**src/rtl/tx_framer_pkg.sv**
```systemverilog
/*
   Constants, types and carriers for the per-link SONET transmit frame formatter.
   Assumes a single synchronous clock domain and one link per instance.
*/
// Operation
// - Each link instance carries one STS-48 rate stream on its own.
// - Formatter accepts one 32-bit word per transmit system clock.
// - Frame-start pulse marks first word; position counters realign to it.
// - Frame has 9 rows, each with 144 overhead bytes then payload.
// - Each row is 36 overhead word cycles then 1044 payload cycles.
// - One 125 us frame spans 9 rows of 1080 word cycles.
// - Transparent mode forwards all overhead untouched; only scrambles and serializes.
// - Automatic modes overwrite selected overhead bytes before scrambling.
// - Framing insertion places F6 and 28 in every STS-1 framing slot.
// - Section mode: computed B1 in first STS-1, 00 in others.
// - Framing insertion and B1 insertion have separate enables.
// - Section mode overwrites K2 only while remote defect inject is set.
// - Full mode: pointer bytes 62/0A first, 93/FF others; listed bytes 00.
// - Full mode: J0 ID every fourth STS-1, F1 link number, K2 RDI.
// - Framing corruption sends inverted A1 and A2 values.
// - Parity error forcing sends the inverted computed B1.
// - Remote defect injection forces first STS-1 K2 to 00000110.
// - Words are scrambled in parallel with 1 + x^6 + x^7.
// - A disable bit makes words leave the scrambler unchanged.
// - Words are serialized to bytes through a small elastic store.
// - A divide-by-4 word clock is derived from the byte rate.
// - B1 computed over one frame is sent in the next frame.
// - A1, A2 and J0 stay unscrambled; all other bytes are scrambled.
package tx_framer_pkg;

   // Frame geometry.
   localparam int ROWS = 9;
   localparam int STS_COUNT = 48;
   localparam int TOH_COLS = 3;
   localparam int TOH_WORDS = 36;
   localparam int PAYLOAD_WORDS = 1044;
   localparam int ROW_WORDS = TOH_WORDS + PAYLOAD_WORDS;
   localparam int BYTES_PER_WORD = 4;
   localparam logic [3:0] LAST_ROW = 4'h8;
   localparam logic [10:0] LAST_WORD = 11'(ROW_WORDS - 1);
   localparam logic [10:0] TOH_LIMIT = 11'(TOH_WORDS);

   // Frame period check: 125 us of 77.76 MHz word cycles.
   localparam int FRAME_TIME_NS = 125000;
   localparam int WORD_CLOCK_KHZ = 77760;
   localparam int FRAME_WORDS = (FRAME_TIME_NS / 1000) * WORD_CLOCK_KHZ / 1000;

   // Overhead rows and columns.
   localparam logic [3:0] ROW_FRAMING = 4'h0;
   localparam logic [3:0] ROW_PARITY = 4'h1;
   localparam logic [3:0] ROW_POINTER = 4'h3;
   localparam logic [3:0] ROW_APS = 4'h4;
   localparam logic [1:0] COL_FIRST = 2'h0;
   localparam logic [1:0] COL_SECOND = 2'h1;
   localparam logic [1:0] COL_THIRD = 2'h2;
   localparam logic [1:0] TRACE_SPACING_MASK = 2'h3;

   // Inserted byte values.
   localparam logic [7:0] A1_VALUE = 8'hf6;
   localparam logic [7:0] A2_VALUE = 8'h28;
   localparam logic [7:0] H1_FIRST = 8'h62;
   localparam logic [7:0] H2_FIRST = 8'h0a;
   localparam logic [7:0] H1_OTHER = 8'h93;
   localparam logic [7:0] H2_OTHER = 8'hff;
   localparam logic [7:0] K2_RDI = 8'h06;
   localparam logic [7:0] ZERO_BYTE = 8'h00;

   // Scrambler seed and elastic store.
   localparam logic [6:0] SCRAMBLE_SEED = 7'h7f;
   localparam int FIFO_DEPTH = 16;
   localparam int WORD_WIDTH = 32;
   localparam logic [1:0] LAST_LANE = 2'h3;

   typedef enum logic [1:0] {
      transparent_mode = 2'h0,
      section_overhead_auto_mode = 2'h1,
      full_overhead_auto_mode = 2'h2
   } overhead_mode_t;

   typedef enum logic [1:0] {
      ser_idle = 2'h1,
      ser_shift = 2'h2
   } ser_state_t;

   // Static per-link controls.
   typedef struct packed {
      overhead_mode_t mode;
      logic framing_insert;
      logic parity_insert;
      logic framing_corrupt;
      logic parity_corrupt;
      logic remote_defect_inject_bit;
      logic scramble_disable;
      logic [7:0] link_number;
   } cfg_t;

   // Serializer output group.
   typedef struct packed {
      logic [7:0] data;
      logic valid;
      logic word_clock;
   } line_out_t;

endpackage

```
**src/rtl/transmit_frame_formatter.sv**
```systemverilog
/*
   Transmit frame formatter for one SONET link: overhead insertion, parity,
   scrambling, a 16-word elastic store and a 32:8 serializer, plus the store.
   Assumes fabric words synchronous to clock and controls held static per frame.
*/
`timescale 1ns/10ps
`default_nettype none

////////////////////////////////////////////////////////////////////////////////

module sync_fifo #(
   parameter int WIDTH = 32,
   parameter int DEPTH = 16
) (
   // Clocking.
   input wire logic clock,
   input wire logic rst,
   input wire logic ce,
   // Filling side.
   input wire logic in_valid,
   input wire logic [WIDTH-1:0] in_data,
   output logic in_ready,
   // Draining side.
   output logic out_valid,
   output logic [WIDTH-1:0] out_data,
   input wire logic out_ready
);
   localparam int AW = $clog2(DEPTH);

   typedef struct packed {
      logic [AW-1:0] wr;
      logic [AW-1:0] rd;
      logic [AW:0] count;
      logic ready;
   } fifo_state_t;

   fifo_state_t state;
   fifo_state_t next_state;
   logic [WIDTH-1:0] mem [DEPTH];
   logic push;
   logic pop;

   // Ready is a flop so it never forms a loop through the source.
   always_comb
   begin
      push = ce && in_valid && state.ready;
      pop = ce && out_ready && (state.count != '0);
      next_state = state;
      if (push)
      begin
         next_state.wr = state.wr + 1'b1;
      end
      if (pop)
      begin
         next_state.rd = state.rd + 1'b1;
      end
      next_state.count = state.count + (AW+1)'(push) - (AW+1)'(pop);
      next_state.ready = next_state.count < (AW+1)'(DEPTH);
   end

   // State register; frozen while the clock enable is low.
   always_ff @(posedge clock)
   begin
      if (rst)
      begin
         state <= '{wr: '0, rd: '0, count: '0, ready: 1'b1};
      end
      else if (ce)
      begin
         state <= next_state;
      end
   end

   // Storage array, written only on an accepted word.
   always_ff @(posedge clock)
   begin
      if (push)
      begin
         mem[state.wr] <= in_data;
      end
   end

   assign in_ready = state.ready;
   assign out_valid = state.count != '0;
   assign out_data = mem[state.rd];
endmodule

////////////////////////////////////////////////////////////////////////////////

module transmit_frame_formatter (
   // Clocking.
   input wire logic clock,
   input wire logic rst,
   input wire logic ce,
   // Static controls.
   input wire tx_framer_pkg::cfg_t cfg,
   // Fabric word stream.
   input wire logic [31:0] tx_word,
   input wire logic tx_word_valid,
   input wire logic tx_frame_start_pulse,
   output logic tx_ready,
   // Serializer output.
   output var tx_framer_pkg::line_out_t line_out
);

   typedef struct packed {
      logic [3:0] row;
      logic [10:0] word;
      logic [6:0] scr;
      logic [7:0] parity_acc;
      logic [7:0] parity_last;
      tx_framer_pkg::ser_state_t ser;
      logic [1:0] div;
      logic [31:0] shift;
      tx_framer_pkg::line_out_t out;
   } state_t;

   state_t state;
   state_t next_state;
   logic take;
   logic [3:0] pos_row;
   logic [10:0] pos_word;
   logic in_toh;
   logic keep_clear;
   logic [31:0] formatted;
   logic [31:0] push_data;
   logic [38:0] scrambled;
   logic fifo_valid;
   logic [31:0] fifo_data;
   logic fifo_pop;

   // Overhead substitution for one byte at (row, column, STS-1 index).
   function automatic logic [7:0] overhead_byte(
      input tx_framer_pkg::cfg_t c,
      input logic [3:0] row,
      input logic [1:0] col,
      input logic [5:0] sts,
      input logic [7:0] in_byte,
      input logic [7:0] parity
   );
      logic first;
      logic full;
      logic [7:0] res;
      first = (sts == '0);
      full = (c.mode == tx_framer_pkg::full_overhead_auto_mode);
      res = in_byte;
      case (row)
         tx_framer_pkg::ROW_FRAMING:
         begin
            if (col == tx_framer_pkg::COL_FIRST && c.framing_insert)
            begin
               res = tx_framer_pkg::A1_VALUE ^ {8{c.framing_corrupt}};
            end
            else if (col == tx_framer_pkg::COL_SECOND && c.framing_insert)
            begin
               res = tx_framer_pkg::A2_VALUE ^ {8{c.framing_corrupt}};
            end
            else if (col == tx_framer_pkg::COL_THIRD && full)
            begin
               // Identity goes in every fourth STS-1, counted from one.
               res = ((sts[1:0] & tx_framer_pkg::TRACE_SPACING_MASK) == 2'h0) ?
                     {2'h0, sts + 6'h01} : tx_framer_pkg::ZERO_BYTE;
            end
         end
         tx_framer_pkg::ROW_PARITY:
         begin
            if (col == tx_framer_pkg::COL_FIRST && c.parity_insert)
            begin
               res = first ? (parity ^ {8{c.parity_corrupt}}) :
                     tx_framer_pkg::ZERO_BYTE;
            end
            else if (col == tx_framer_pkg::COL_THIRD && full)
            begin
               res = first ? c.link_number : tx_framer_pkg::ZERO_BYTE;
            end
            else if (full)
            begin
               res = tx_framer_pkg::ZERO_BYTE;
            end
         end
         tx_framer_pkg::ROW_POINTER:
         begin
            if (full)
            begin
               case (col)
                  tx_framer_pkg::COL_FIRST:
                     res = first ? tx_framer_pkg::H1_FIRST : tx_framer_pkg::H1_OTHER;
                  tx_framer_pkg::COL_SECOND:
                     res = first ? tx_framer_pkg::H2_FIRST : tx_framer_pkg::H2_OTHER;
                  default:
                     res = tx_framer_pkg::ZERO_BYTE;
               endcase
            end
         end
         tx_framer_pkg::ROW_APS:
         begin
            if (col == tx_framer_pkg::COL_THIRD && first && c.remote_defect_inject_bit)
            begin
               res = tx_framer_pkg::K2_RDI;
            end
            else if (full)
            begin
               res = tx_framer_pkg::ZERO_BYTE;
            end
         end
         default:
         begin
            if (full)
            begin
               res = tx_framer_pkg::ZERO_BYTE;
            end
         end
      endcase
      return res;
   endfunction

   // Parallel frame-synchronous scrambler; returns {word, next seed}.
   function automatic logic [38:0] scramble_word(
      input logic [6:0] seed,
      input logic [31:0] din
   );
      logic [6:0] s;
      logic [31:0] d;
      s = seed;
      d = din;
      for (int i = 31; i >= 0; i--)
      begin
         d[i] = din[i] ^ s[6];
         s = {s[5:0], s[6] ^ s[5]};
      end
      return {d, s};
   endfunction

   ////////////////////////////////////////////////////////////////////////////

   // The elastic store between formatting and serialization.
   sync_fifo #(
      .WIDTH(tx_framer_pkg::WORD_WIDTH),
      .DEPTH(tx_framer_pkg::FIFO_DEPTH)
   ) elastic_store (
      .clock(clock),
      .rst(rst),
      .ce(ce),
      .in_valid(take),
      .in_data(push_data),
      .in_ready(tx_ready),
      .out_valid(fifo_valid),
      .out_data(fifo_data),
      .out_ready(fifo_pop)
   );

   // A word is taken only while the store has room, so the fabric is stalled.
   assign take = ce && tx_word_valid && tx_ready;
   assign fifo_pop = (state.div == tx_framer_pkg::LAST_LANE);

   // Position of the current word; the pulse forces row 0, word 0.
   always_comb
   begin
      pos_row = tx_frame_start_pulse ? '0 : state.row;
      pos_word = tx_frame_start_pulse ? '0 : state.word;
      in_toh = pos_word < tx_framer_pkg::TOH_LIMIT;
      keep_clear = in_toh && (pos_row == tx_framer_pkg::ROW_FRAMING);
   end

   // Overhead insertion over the four byte lanes, most significant first.
   always_comb
   begin
      int b;
      b = 0;
      formatted = tx_word;
      if (in_toh && cfg.mode != tx_framer_pkg::transparent_mode)
      begin
         for (int lane = 0; lane < tx_framer_pkg::BYTES_PER_WORD; lane++)
         begin
            b = int'(pos_word) * tx_framer_pkg::BYTES_PER_WORD + lane;
            formatted[31-8*lane -: 8] = overhead_byte(cfg, pos_row,
               2'(b / tx_framer_pkg::STS_COUNT), 6'(b % tx_framer_pkg::STS_COUNT),
               tx_word[31-8*lane -: 8], state.parity_last);
         end
      end
   end

   // Scrambling: seed restarts at each frame, row 0 overhead is left clear.
   always_comb
   begin
      scrambled = scramble_word((pos_row == '0 && pos_word == '0) ?
                                tx_framer_pkg::SCRAMBLE_SEED : state.scr, formatted);
      if (keep_clear || cfg.scramble_disable)
      begin
         push_data = formatted;
      end
      else
      begin
         push_data = scrambled[38:7];
      end
   end

   ////////////////////////////////////////////////////////////////////////////

   // Next state: frame counters, parity, serializer and word clock.
   always_comb
   begin
      next_state = state;
      if (take)
      begin
         if (pos_row == '0 && pos_word == '0)
         begin
            // Completed parity moves to the slot for the following frame.
            next_state.parity_last = state.parity_acc;
            next_state.parity_acc = '0;
            next_state.scr = tx_framer_pkg::SCRAMBLE_SEED;
         end
         if (!keep_clear)
         begin
            next_state.scr = scrambled[6:0];
            next_state.parity_acc = ((pos_row == '0 && pos_word == '0) ? 8'h00 :
               state.parity_acc) ^ push_data[31:24] ^ push_data[23:16] ^
               push_data[15:8] ^ push_data[7:0];
         end
         // One frame is nine rows of 1080 word cycles.
         if (pos_word == tx_framer_pkg::LAST_WORD)
         begin
            next_state.word = '0;
            next_state.row = (pos_row == tx_framer_pkg::LAST_ROW) ? '0 : pos_row + 4'h1;
         end
         else
         begin
            next_state.word = pos_word + 11'h001;
            next_state.row = pos_row;
         end
      end
      // Free-running divide-by-4 defines the word clock and byte lanes.
      next_state.div = state.div + 2'h1;
      next_state.out.word_clock = next_state.div[1];
      if (fifo_pop)
      begin
         if (fifo_valid)
         begin
            next_state.ser = tx_framer_pkg::ser_shift;
            next_state.shift = {fifo_data[23:0], 8'h00};
            next_state.out.data = fifo_data[31:24];
            next_state.out.valid = 1'b1;
         end
         else
         begin
            // Underrun shows as a gap of four invalid bytes.
            next_state.ser = tx_framer_pkg::ser_idle;
            next_state.out.valid = 1'b0;
         end
      end
      else
      begin
         case (state.ser)
            tx_framer_pkg::ser_shift:
            begin
               next_state.out.data = state.shift[31:24];
               next_state.shift = {state.shift[23:0], 8'h00};
               next_state.out.valid = 1'b1;
            end
            tx_framer_pkg::ser_idle:
               next_state.out.valid = 1'b0;
            default:
            begin
               next_state.ser = tx_framer_pkg::ser_idle;
               next_state.out.valid = 1'b0;
            end
         endcase
      end
   end

   // State register, frozen while the clock enable is low.
   always_ff @(posedge clock)
   begin
      if (rst)
      begin
         state <= '{row: '0, word: '0, scr: tx_framer_pkg::SCRAMBLE_SEED,
                    parity_acc: '0, parity_last: '0, ser: tx_framer_pkg::ser_idle,
                    div: '0, shift: '0, out: '0};
      end
      else if (ce)
      begin
         state <= next_state;
      end
   end

   assign line_out = state.out;

   logic plain_auto;
   assign plain_auto = take && cfg.mode != tx_framer_pkg::transparent_mode &&
                       cfg.scramble_disable;
endmodule

`default_nettype wire

```
**config.mk**
```make
export PLATFORM = sky130hd
export DESIGN_NAME = transmit_frame_formatter
export DESIGN_NICKNAME = d
export VERILOG_FILES = /design/src/rtl/tx_framer_pkg.sv /design/src/rtl/transmit_frame_formatter.sv
export SDC_FILE = /design/constraint.sdc
export NUM_CORES = 1
export LEC_CHECK = 0
export CAP_MARGIN = 20
export CELL_PAD_IN_SITES_DETAIL_PLACEMENT = 1
export CELL_PAD_IN_SITES_GLOBAL_PLACEMENT = 1
export CORE_UTILIZATION = 45
export CTS_BUF_LIST = sky130_fd_sc_hd__clkbuf_8
export DETAILED_ROUTE_END_ITERATION = 8
export DONT_BUFFER_PORTS = 1
export GPL_TIMING_DRIVEN = 0
export PLACE_DENSITY = 0.75
export SLEW_MARGIN = 40
export SYNTH_ARGS = -nofsm -noshare
export SYNTH_HDL_FRONTEND = slang
export SYNTH_SLANG_ARGS = --single-unit
```
**constraint.sdc**
```tcl
create_clock -name clock -period 20.6 [get_ports clock]
set_input_delay 3.09 -clock clock [delete_from_list [all_inputs] [get_ports clock]]
set_output_delay 3.09 -clock clock [all_outputs]
set_load 0.01 [all_outputs]
```
# Word level (Yosys, flattened, before mapping)
# Memories as Yosys holds them, arrays and structs flattened. A register that Yosys moved wholly into a read port is not among the register bits.
# Cells that the tools add are included.
# op_classes
addsub	14
div	8
n_lt_le_gt_ge	2
eq_ne	20
muxes	82
n_bitwise	71
reduce_logical	59
# op_table
cell	n
two-way mux 8 bit	49
one-hot mux 8 bit (4 select lines)	4
divider 32 x 7 -> 32 bit (second input constant)	3
remainder unit 32 x 7 -> 32 bit (second input constant)	3
two-way mux 40 bit	2
two-way mux 32 bit	2
one-hot mux 8 bit (2 select lines)	4
XOR 1 bit	64
two-way mux 41 bit	1
XOR 8 bit	5
logical AND 1 bit	33
divider 14 x 7 -> 32 bit (second input constant)	1
remainder unit 14 x 7 -> 32 bit (second input constant)	1
two-way mux 15 bit	2
adder 13 x 2 -> 14 bit (second input constant)	2
adder 6 x 1 -> 6 bit (second input constant)	4
logical NOT 6 bit	4
two-way mux 6 bit	4
two-way mux 23 bit	1
logical NOT 2 bit	8
two-way mux 4 bit	4
adder 13 x 1 -> 14 bit (second input constant)	1
equality test 2 bit (second input constant)	7
adder 4 x 1 -> 4 bit (second input constant)	3
other kinds (27)	44
# word_totals
regBits	98
mem_bits_rw	512
input_bits	53
output_inout_bits	11
wordCells	272
n_memories	1
# mem_list
name	words	width	rd	rd_clocked_by_memory_dff	write_ports	line_no	source
elastic_store.mem	16	32	1	1	1	transmit_frame_formatter.sv:39	logic [WIDTH-1:0] mem [DEPTH];

# Logic depth before layout (Yosys ltp)
# Gate-level depths: netlist (run 1).
# depth
depth_word	17
depth_mapped	38
mapped_depth_nobuf	30

# Modules after synthesis
# A second synthesis (run 1) with hierarchy kept.
# hier_totals
hier_cells	2057
area_unflattened_um2	28501.1
# by_module_without_submodules
mod	n_inst	cells_each	area_per_inst_um2	seq_area_each_um2
sync_fifo	1	907	20119.3	15735.1
transmit_frame_formatter	1	1150	8381.8	1501.4

# Worst setup path before layout (run 1)
# OpenSTA, ideal clock, no wires.
# synth_timing
kind	input -> register
from	in tx_frame_start_pulse
to	reg state[58] (netlist bit)
setup_time_ns	0.117
t_arrival_ns	11.780
t_required_ns	20.483
setup_slack_ns	8.703
cell_stages	35
n_path_buf	6
path_cell_list	clkbuf_1 clkbuf_1 clkbuf_1 nor2b_1 inv_1 ha_1 nand2b_1 buf_2 or3_1 and3b_1 ha_1 inv_1 a21oi_1 a21oi_1 a21oi_1 a21oi_2 nor3_2 o31a_2 mux2_2 and2_1 clkbuf_1 or3_1 and2_1 o211ai_1 a211oi_2 o41ai_2 nand2b_1 and4_1 buf_6 a21oi_1 a21oi_2 o311ai_0 xnor3_1 xnor2_1 a22o_1
# synth_via
word_cells_on_any_way	154
cone_classes	add/sub (7); div (8); order compare (1); eq/ne (12); mux (63); bitwise (20); reduce/logical (43)
# synth_lines
item	line_no	source
start, declared	transmit_frame_formatter.sv:100	input wire logic tx_frame_start_pulse,
two-way mux 11 bit	transmit_frame_formatter.sv:260	pos_word = tx_frame_start_pulse ? '0 : state.word;
adder 13 x 2 -> 14 bit	transmit_frame_formatter.sv:275	b = int'(pos_word) * tx_framer_pkg::BYTES_PER_WORD + lane;
remainder unit 32 x 7 -> 32 bit / divider 32 x 7 -> 32 bit (equally long branches)	transmit_frame_formatter.sv:277	2'(b / tx_framer_pkg::STS_COUNT), 6'(b % tx_framer_pkg::STS_COUNT),
adder 6 x 1 -> 6 bit (tied with other cells)	transmit_frame_formatter.sv:162	{2'h0, sts + 6'h01} : tx_framer_pkg::ZERO_BYTE;
two-way mux 6 bit / logical AND 1 bit (equally long branches)	transmit_frame_formatter.sv:161, transmit_frame_formatter.sv:158, transmit_frame_formatter.sv:172	
two-way mux 8 bit	transmit_frame_formatter.sv:158	else if (col == tx_framer_pkg::COL_THIRD && full)
two-way mux 8 bit	transmit_frame_formatter.sv:154	else if (col == tx_framer_pkg::COL_SECOND && c.framing_insert)
two-way mux 8 bit	transmit_frame_formatter.sv:150	if (col == tx_framer_pkg::COL_FIRST && c.framing_insert)
one-hot mux 8 bit (4 select lines)	transmit_frame_formatter.sv:147	case (row)
two-way mux 32 bit	transmit_frame_formatter.sv:271	if (in_toh && cfg.mode != tx_framer_pkg::transparent_mode)
XOR 1 bit	transmit_frame_formatter.sv:228	d[i] = din[i] ^ s[6];
two-way mux 32 bit (*)	transmit_frame_formatter.sv:288	if (keep_clear || cfg.scramble_disable)
via elastic_store.in_data[4]	transmit_frame_formatter.sv:21	input wire logic [WIDTH-1:0] in_data,
XOR 8 bit (*)	transmit_frame_formatter.sv:318	push_data[15:8] ^ push_data[7:0];
two-way mux 15 bit (*)	transmit_frame_formatter.sv:313	if (!keep_clear)
end signal, assigned	transmit_frame_formatter.sv:376	state <= '{row: '0, word: '0, scr: tx_framer_pkg::SCRAMBLE_SEED,
end signal, assigned	transmit_frame_formatter.sv:382	state <= next_state;
end, declared	transmit_frame_formatter.sv:118	state_t state;
# The timed path passes the listed nets; every way through them passes the cells marked *.
# A chain may end at the register's enable or synchronous reset.

# Worst setup path in the final report (run 1)
# layout_timing
from	in tx_frame_start_pulse
to	reg state[60] (netlist bit)
# layout_via
elab_chain_cells	16
word_cells_on_any_way	140
cone_classes	add/sub (3); div (8); order compare (1); eq/ne (12); mux (59); bitwise (18); reduce/logical (39)
# layout_lines
item	line_no	source
parallel branches: the longest is 10 deep, another holds remainder unit 14 x 7 -> 32 bit	n/a	
two-way mux 32 bit (*)	transmit_frame_formatter.sv:288	
via elastic_store.in_data[30]	transmit_frame_formatter.sv:21	
XOR 8 bit (*) (3 in series)	transmit_frame_formatter.sv:317	state.parity_acc) ^ push_data[31:24] ^ push_data[23:16] ^
XOR 8 bit (*)	transmit_frame_formatter.sv:318	
two-way mux 15 bit (*)	transmit_frame_formatter.sv:313	
# Mark *: on every way through the listed nets, which the timed path passes.

==> flow_summary.ini, run 1 <==
[die]
fp-row-count = 91
die_h_um = 253.5
die_w_um = 253.5
dieArea_um2 = 64250
io_pins = 64
start_util_pct = 45.86
core_area_um2 = 62050

[logic_synthesis]
syn_avg_cell_area_um2 = 14.59
synth_warnings = 0
syn_area_um2 = 28460
synth_top_flop_cell = edfxtp_1
synthArstFlopShare_pct = 0
yosysTopAreaCellShare_pct = 54.03
syn_inst = 1951
ys_types = 107
synth_edf_count = 512
ys_seq_area_share_pct = 60.57
ys_seq_elements = 605
ys_top_cells_by_area = edfxtp_1 (54%), mux4_2 (13%), dfxtp_1 (6.5%)
ys_top_cells_by_count = edfxtp_1 (512), mux4_2 (160), nor2_1 (145)
synth_area_leader_cell = edfxtp_1
synth.most_common_cell = edfxtp_1
syn_nets = 2025

[clock_network]
insertion_delay_ns = 0.72
cts_max_level = 3
cts_tree = yes
clk_pin_slew_worst_paths_ns = 0.06
ctsHoldBuffers = 0
clock_sinks = 605
cts_root_buf = clkbuf_8
ctsResizeCount = 0
clock_path_buffers = 3
cts_buffers = 93
cts_setup_buffers = 0

[critical_path]
crit_slowest_cell = o31ai_1
crit_required_ns = 21.18
cp_max_fo = 17
arrival_ns = 14.58
start_kind = input pin
cpPeakStageDelay_ns = 0.73
cpMostUsedCell = clkbuf_1
crit_path_end_kind = flip-flop
criticalPathCategory = in -> reg

[timing]
fin_crit_ns = 14.00
rsz0062_at_grt = false
relSlewSlack_pct = 39.64
hold_slack_ns = 0.4779
finalHoldViolations = 0
tns_ns = 0
fin_crit_sh_pct = 67.96
finalSetupViolations = 0
fmax_mhz = 71.43
worst_slack_ns = 6.600
skew_ns = 0.05109
slew_violations = 0
worst_slew_pin_slew_ns = 0.9046

[run]
cap_violations = 0

[drt]
drcViolationCount = 0
drtIter0Drc = 1895
wl_um = 90990
via_per_inst = 6.278
drtPass1Iterations = 5
routedWlPerCell_um = 30.01
via_count = 19030
drtAntennaViolNets = 0

[placed_design]
io_buffer_count = 0
gp_congestion = 0.8988
place_area_um2 = 30880
pre_cts_slack_ns = 5.922
dpl.hpwl_um = 64060
dpl.cell_count = 2854

[final_layout]
final_cell_count_no_fill = 3032
finalInstanceArea_um2 = 32930
finalNetCount = 2188
layout-drive-gt1-share_pct = 23.35
area_growth_pct = 15.73

[status]
status = finished, final reports clean

[hold_path]
hold_class = reg -> reg

[pwr]
p_per_area_nw_per_um2 = 76.72
p_leak_uw = 0.01062
ir_worst_vdd_mv = 0.05521

[grt]
grt_max_degree = 18
gr-usage-all-layers_pct = 28.63
antenna_found_initial = 4
grt_overflow = 0
grt_pass1_wl_um = 132200
grt_pass1_vias = 19880
routing by layer:
metal / global-route usage (%) / vias up / part of all wire, %
met5: 0 / - / 0.012
met4: 10.13 / 2 / 3.3
met3: 6.453 / 194 / 8.7
met2: 47.13 / 966 / 48
met1: 37.28 / 9857 / 40
li1: - / 8015 / -
final cells by class:
type	instances	area, um^2
tap	837	1047
timing repair buffer	68	978.4
fill	6044	29120
sequential	605	17240
multi-input combinational	1201	11210
clock inverter	69	370.4
inverter	24	90.09
antenna	2	5.005
buffer	121	551.8
clock buffer	105	1445
power breakdown:
part	leakage [uW]	internal, uW	total, uW	switching (uW)
clock	0.00107	495	983	488
combinational	0.00418	64.3	183	119
sequential	0.00536	1350	1360	7.01
stage by stage:
| stage | power, uW | utilization (%) |
|---|---|---|
| 2_1_floorplan | 1490 | - |
| 6_report | 2527 | 53.07 |
| 3_5_place_dp | 1561 | 49.76 |
| 3_3_place_gp | 1541 | 47.55 |
| 5_1_grt | 2590 | 53.07 |
| 4_1_cts | 2533 | 52.69 |
sequential cells by signal (all words and copies together) (netlist names), named ones only:
signal and cells:
elastic_store.state 13, elastic_store.in_ready 1, elastic_store.mem 512, line_out 9
state 66
layout by cell type, fill, tap and decap left out, types with 12 or more instances in the layout:
cell type	n
buf_16	20
buf_4	32
nor2_1	133
inv_1	62
nand2b_1	24
clkbuf_2	14
clkbuf_8	105
buf_2	31
a21oi_1	75
edfxtp_1	512
ha_1	20
nand3_1	36
a22oi_1	15
and3_1	12
clkbuf_1	65
a211oi_1	35
and2_1	14
nor3_1	33
clkinv_2	13
nand2_1	112
dfxtp_1	93
a21o_1	12
mux2i_1	36
nor2b_1	17
o21ai_0	81
xor2_1	29
xnor2_1	60
o31ai_1	15
mux4_2	160
nor2_4	12
worst max-delay path, delay by kind of cell:
family / cells / cell delay (ns)
compound gates: 11 / 4.12
simple gates: 10 / 2.98
buf+inv: 8 / 2.14
xor+xnor: 2 / 1.09
mux: 2 / 0.61
fa+ha+maj: 2 / 0.52
logic make-up (layout without fill, tap and decap cells):
family	count (synthesis)	in the layout	synth area share (%)
XOR/XNOR	133	133	4.696
other	0	2	0
buffers and inverters	145	387	2.128
flip-flops	605	605	60.57
AO/OA/AOI/OAI	371	371	9.264
AND/OR/NAND/NOR	472	472	8.121
adder cells (fa/ha/maj)	21	21	0.9497
multiplexers	204	204	14.27
final timing paths:
check / start / end / slack [ns] / depth (start not counted)
worst max-delay path: tx_frame_start_pulse / state[60] / 6.60 / 35
worst min-delay path: line_out[1] / line_out[1] / 0.48 / 2
worst max register to register: state[70] / state[60] / 9.59 / 32
worst min register to register: line_out[1] / line_out[1] / 0.48 / 2
Power figures use the tool's default switching activity.
==> run 2: changes to the inputs <==
--- a/config.mk
+++ b/config.mk
@@ -5,6 +5,7 @@
 export SDC_FILE = /design/constraint.sdc
 export NUM_CORES = 1
 export LEC_CHECK = 0
+export ABC_AREA = 1
 export CAP_MARGIN = 20
 export CELL_PAD_IN_SITES_DETAIL_PLACEMENT = 1
 export CELL_PAD_IN_SITES_GLOBAL_PLACEMENT = 1
@@ -13,7 +14,7 @@
 export DETAILED_ROUTE_END_ITERATION = 8
 export DONT_BUFFER_PORTS = 1
 export GPL_TIMING_DRIVEN = 0
-export PLACE_DENSITY = 0.75
+export PLACE_DENSITY = 0.79
 export SLEW_MARGIN = 40
 export SYNTH_ARGS = -nofsm -noshare
 export SYNTH_HDL_FRONTEND = slang
==> constraint.sdc (replaced) <==
create_clock -name clock -period 13.2 [get_ports clock]
set_input_delay 1.98 -clock clock [delete_from_list [all_inputs] [get_ports clock]]
set_output_delay 1.98 -clock clock [all_outputs]
set_load 0.01 [all_outputs]
==> run 2 against run 1 <==
Non-clock buffer count grew 1. Clock power grew 49%. First-iteration DRC count grew 13%. Flip-flop and latch count is the same. Combinational power grew 86%. Utilization shrank 1.3 points. Final cell count grew 33%. Power grew 55%. Routed wire length grew 17%. Count of clock-buffer cells in the layout shrank 8. Critical endpoint is now state[58].
==> flow_summary.ini, run 2 <==
[status]
status = finished, final reports clean

[critical_path]
arrival_ns = 10.88
cp_max_fo = 17
cpMostUsedCell = nand2_1
crit_slowest_cell = nand2_1
crit_required_ns = 13.82
r2r_end = state[58]
cpPeakStageDelay_ns = 0.62
criticalPathCategory = in -> reg
reg2reg_setup_slack_ns = 4.01
reg2reg_from = state[70]
crit_path_end_kind = flip-flop
rr_worst_depth = 56
start_kind = input pin

[die]
io_pins = 64
die_w_um = 258.9
dieArea_um2 = 67010
core_area_um2 = 64810
start_util_pct = 45.81
die_h_um = 258.9
fp-row-count = 93

[grt]
grt_pass1_wl_um = 157800
grt_overflow = 0
gr-usage-all-layers_pct = 31.66
grt_pass1_vias = 25440
antenna_found_initial = 0
grt_max_degree = 19

[final_layout]
final_cell_mix = edfxtp_1 (512), nand2_1 (457), inv_1 (351), a21oi_1 (258), o21ai_0 (258)
largest_reg_flops = 512
layout-drive-gt1-share_pct = 10.63
diodes = 0
finalInstanceArea_um2 = 33560
fillerInstances = 7205
final_util_pct = 51.78
regMostFlops = elastic_store.mem
final_common_cell = edfxtp_1
reg_top3 = elastic_store.mem: 512 flops, state: 66 flops, elastic_store.state: 13 flops
area_growth_pct = 13.03
finalNetCount = 3169

[timing]
rsz0062_at_grt = false
tns_ns = 0
hold_slack_ns = 0.4730
fin_crit_sh_pct = 77.77
fmax_mhz = 97.41
relSlewSlack_pct = 38.96
worst_slew_pin_slew_ns = 0.9156
slew_violations = 0
finalSetupViolations = 0
finalHoldViolations = 0
fin_crit_ns = 10.27
skew_ns = 0.04105

[clock_network]
cts_max_level = 3
ctsResizeCount = 0
clock_path_buffers = 3
insertion_delay_ns = 0.72
ctsHoldBuffers = 0
cts_buffers = 90
cts_tree = yes
clk_pin_slew_worst_paths_ns = 0.07
cts_root_buf = clkbuf_8
cts_setup_buffers = 0
clock_sinks = 605

[logic_synthesis]
syn_nets = 3040
ys_types = 59
ys_top_cells_by_count = edfxtp_1 (512), nand2_1 (460), inv_1 (315)
ys_seq_elements = 605
synth_top_flop_cell = edfxtp_1
syn_area_um2 = 29690
synth_warnings = 0
synth.most_common_cell = edfxtp_1
syn_inst = 2966
synthArstFlopShare_pct = 0
ys_seq_area_share_pct = 58.06
synth_area_leader_cell = edfxtp_1
yosysTopAreaCellShare_pct = 51.78
ys_top_cells_by_area = edfxtp_1 (52%), dfxtp_1 (6.3%), nand2_1 (5.8%)
syn_avg_cell_area_um2 = 10.01
synth_edf_count = 512

[pwr]
ir_worst_vdd_mv = 0.07258
total_power_uw = 3924
p_leak_uw = 0.01226
p_per_area_nw_per_um2 = 116.9

[placed_design]
gp_congestion = 0.9053
dpl.hpwl_um = 77810
io_buffer_count = 0
place_area_um2 = 31770

[drt]
wl_um = 106700
drtPass1Iterations = 6
via_count = 24240
routedWlPerCell_um = 26.51
via_per_inst = 6.022
drcViolationCount = 0
drtIter0Drc = 2136
drtAntennaViolNets = 0

[hold_path]
hold_end = state[33]
hold_class = reg -> reg
hold_path_startpoint = state[33]
hold_depth = 2

[run]
cap_violations = 0
==> run 2: cell count changes after synthesis, sizes merged, moves of 39 or more <==
cell | before | now
o211ai | 11 | 134
mux2i | 36 | 128
a21oi | 79 | 260
nand3 | 37 | 188
mux4 | 160 | 0
nand2 | 113 | 496
xnor2 | 80 | 23
inv | 23 | 342
o21ai | 88 | 282
a211oi | 40 | 1
==> run 2: critical path, delay by kind of cell <==
family / cells / cell delay, ns
AND/OR/NAND/NOR: 47 / 7.33
buffers and inverters: 5 / 0.68
adder cells (fa/ha/maj): 2 / 0.54
AO/OA/AOI/OAI: 2 / 0.31
==> run 2: how the worst max path moves through the flow <==
| stage | startpoint | slack [ns] | cells after the start | to |
|---|---|---|---|---|
| 4_1_cts | tx_frame_start_pulse | 3.12 | 56 | state[58] |
| 6_report | tx_frame_start_pulse | 2.93 | 56 | state[58] |
| 5_1_grt | tx_frame_start_pulse | 2.27 | 56 | state[58] |
| 3_3_place_gp | tx_frame_start_pulse | 2.44 | 48 | state[60] |
| 2_1_floorplan | tx_frame_start_pulse | 4.66 | 50 | state[61] |
| 3_5_place_dp | tx_frame_start_pulse | 2.42 | 56 | state[58] |
==> run 2: logic make-up after synthesis <==
group	after synthesis	share of synthesized area (%)
XOR/XNOR	58	1.711
flip-flops	605	58.06
adder cells (fa/ha/maj)	21	0.9103
multiplexers	128	4.315
buffers and inverters	504	6.692
AND/OR/NAND/NOR	930	14.60
AO/OA/AOI/OAI	720	13.71
==> run 2: layer usage <==
| layer | up-vias | wire, um | GRT usage [%] |
|---|---|---|---|
| met5 | - | 0 | 0 |
| met4 | 0 | 5554 | 16.27 |
| met1 | 12110 | 39790 | 37.62 |
| li1 | 10680 | - | - |
| met3 | 285 | 8364 | 4.930 |
| met2 | 1167 | 52990 | 55.36 |
==> run 2: area by class of cell <==
type                            count  area [um^2]  area share [%]
Clock buffer                       97         1335           3.978
Tap cell                          855         1070           3.188
Multi-Input combinational cell   1857        10800           32.18
Clock inverter                     70        354.1           1.055
Buffer                            153        681.9           2.032
Sequential cell                   605        17240           51.36
Timing Repair Buffer               37        754.5           2.248
Inverter                          351         1326           3.952
==> run 2: metrics by stage <==
stage                     setup slack, ns  instances
after floorplan                     4.657       2966
after global placement              2.440       3821
after detailed placement            2.417       3857
after CTS                           3.124       4024
after global routing                2.274       4025
final                               2.934       4025
==> run 2: report_power, final <==
group	leakage [uW]	switching [uW]	internal (uW)
combinational	0.00590	256	85.1
sequential	0.00535	9.70	2110
clock	0.00100	739	720
total	0.0123	1000	2920
==> run 3: changes to the inputs <==
--- a/config.mk
+++ b/config.mk
@@ -14,7 +14,7 @@
 export DETAILED_ROUTE_END_ITERATION = 8
 export DONT_BUFFER_PORTS = 1
 export GPL_TIMING_DRIVEN = 0
-export PLACE_DENSITY = 0.79
+export PLACE_DENSITY = 0.82
 export SLEW_MARGIN = 40
 export SYNTH_ARGS = -nofsm -noshare
 export SYNTH_HDL_FRONTEND = slang
==> constraint.sdc (replaced) <==
create_clock -name clock -period 8.6 [get_ports clock]
set_input_delay 1.29 -clock clock [delete_from_list [all_inputs] [get_ports clock]]
set_output_delay 1.29 -clock clock [all_outputs]
set_load 0.01 [all_outputs]
==> run 3 against run 2 <==
Non-clock buffer count grew 47. Setup slack lost 2.6 ns. Worst hold slack is essentially flat. Final cell count grew 1.4%. Utilization grew 1.5 points. Clock power grew 67%. Register-to-register slack lost 3.4 ns. Global-route usage grew 0.86 points. Flip-flop and latch count is the same. First-iteration DRC count grew 28%.
==> flow_summary.ini, run 3 (synthesis gave the netlist of run 2 again) <==
[placed_design]
io_buffer_count = 0
dpl.hpwl_um = 79400
gp_congestion = 0.9209

[critical_path]
cpPeakStageDelay_ns = 0.31
crit_path_end_kind = flip-flop
crit_required_ns = 9.21
cp_max_fo = 10
start_kind = input pin
arrival_ns = 8.89
criticalPathCategory = in -> reg
cp_top_family = simple AND/OR/NAND/NOR gates
crit_buf_inv = 8
crit_slowest_cell = a21oi_1
cpMostUsedCell = nand2_1

[final_layout]
regArea_um2 = 17240
regMostFlops = elastic_store.mem
layout-drive-gt1-share_pct = 13.81
area_growth_pct = 16.41
final_util_pct = 53.32
fillerInstances = 7162
multi_input_area_um2 = 11090
largest_reg_flops = 512
reg_top3 = elastic_store.mem: 512 flops, state: 66 flops, elastic_store.state: 13 flops
finalNetCount = 3221
final_common_cell = edfxtp_1
final_cell_mix = edfxtp_1 (512), nand2_1 (434), inv_1 (333), o21ai_0 (259), a21oi_1 (258)

[status]
status = finished, final reports clean

[die]
fp-row-count = 93
die_h_um = 258.9
dieArea_um2 = 67010
die_w_um = 258.9
io_pins = 64
core_area_um2 = 64810
start_util_pct = 45.81

[drt]
wl_um = 112100
drtIter0Drc = 2743
via_count = 25090
routedWlPerCell_um = 27.47
drcViolationCount = 0
via_per_inst = 6.147
drtAntennaViolNets = 0
drtPass1Iterations = 6

[clock_network]
cts_tree = yes
ctsHoldBuffers = 0
insertion_delay_ns = 0.72
cts_max_level = 3
clock_sinks = 605
clock_path_buffers = 3
clk_pin_slew_worst_paths_ns = 0.08
cts_root_buf = clkbuf_8
cts_buffers = 94

[grt]
grt_overflow = 0
grt_pass1_vias = 26070
grt_max_degree = 19
grt_pass1_wl_um = 161900
gr-usage-all-layers_pct = 32.52
antenna_found_initial = 7

[timing]
fin_crit_ns = 8.275
worst_slew_pin_slew_ns = 0.9256
finalSetupViolations = 0
skew_ns = 0.06175
finalHoldViolations = 0
fin_crit_sh_pct = 96.22
relSlewSlack_pct = 38.29
fmax_mhz = 120.9
slew_violations = 0

[pwr]
ir_worst_vdd_mv = 0.1032
p_per_area_nw_per_um2 = 181.9
total_power_uw = 6286
p_leak_uw = 0.01263

[hold_path]
hold_class = reg -> reg

[run]
cap_violations = 0
## run 3: cell count changes in the layout (fill, tap and decap cells not counted), moves of 5 or more
| cell | previous run | this run |
|---|---|---|
| buf_4 | 19 | 59 |
| nand2_1 | 457 | 434 |
| inv_1 | 351 | 333 |
| nand2_4 | 7 | 19 |
| nand2_2 | 31 | 40 |
| nor2_1 | 130 | 122 |
| buf_16 | 18 | 25 |
| clkinvlp_4 | 2 | 7 |
| nor2_4 | 32 | 37 |
## run 3: path summary, 6_finish.rpt
check	slack [ns]	endpoint	depth (start not counted)	from
worst max-delay path	0.33	state[58]	56	tx_frame_start_pulse
worst min-delay path	0.47	line_out[7]	2	line_out[7]
worst max register to register	0.64	state[58]	56	state[69]
worst min register to register	0.47	line_out[7]	2	line_out[7]
## run 3: metrics by stage
| stage | std cells | worst slack [ns] | TNS [ns] | hold slack (ns) | instance area [um^2] |
|---|---|---|---|---|---|
| 2_1_floorplan | 2966 | 0.7468 | 0 | 0.4418 | 29690 |
| 3_3_place_gp | 3821 | -1.410 | -282.73 | 0.4505 | 30760 |
| 3_5_place_dp | 3860 | -1.227 | -290.52 | 0.4625 | 31920 |
| 4_1_cts | 4044 | 0.001099 | 0 | 0.4748 | 34010 |
| 5_1_grt | 4080 | -0.2771 | -0.7269 | 0.4962 | 34560 |
| 6_report | 4081 | 0.3253 | 0 | 0.4734 | 34560 |
## run 3: power breakdown
part | switching, uW | leakage [uW] | internal, uW | total, uW
sequential | 15.0 | 0.00535 | 3240 | 3260
combinational | 424 | 0.00621 | 158 | 582
clock | 1180 | 0.00106 | 1270 | 2440
total | 1610 | 0.0126 | 4670 | 6290
## run 3: worst reg2reg max path: cells and delay by family, from the launching register on
family	cells	cell delay, ns
compound gates	7	1.31
fa+ha+maj	2	0.50
buf+inv	8	1.11
flops	1	0.35
simple gates	39	4.59
## run 3: metal layers
layer	part of all wire, %	track usage (%)	routed length (um)	vias to the layer above
met4	6.3	19.44	7023	2
met1	37	39.02	40930	12410
met3	9.1	5.409	10200	389
li1	-	-	-	10780
met5	0.012	0	13	-
met2	48	54.92	53930	1507
## run 3: timing repair
item	CTS	global route
pin swaps	3	31
setup endpoints to repair	135	504
gates cloned	0	1
resized for setup	27	69
buffers inserted	12	32
## run 3: cell type report
type                       count  share of cell area (%)
sequential                   605                   49.87
antenna                        3                 0.02172
clock inverter                71                   1.343
multi-input combinational   1858                   32.08
clock buffer                 101                   4.022
timing repair buffer          84                   3.642
inverter                     351                   3.943
tap                          855                   3.095
buffer                       153                   1.984
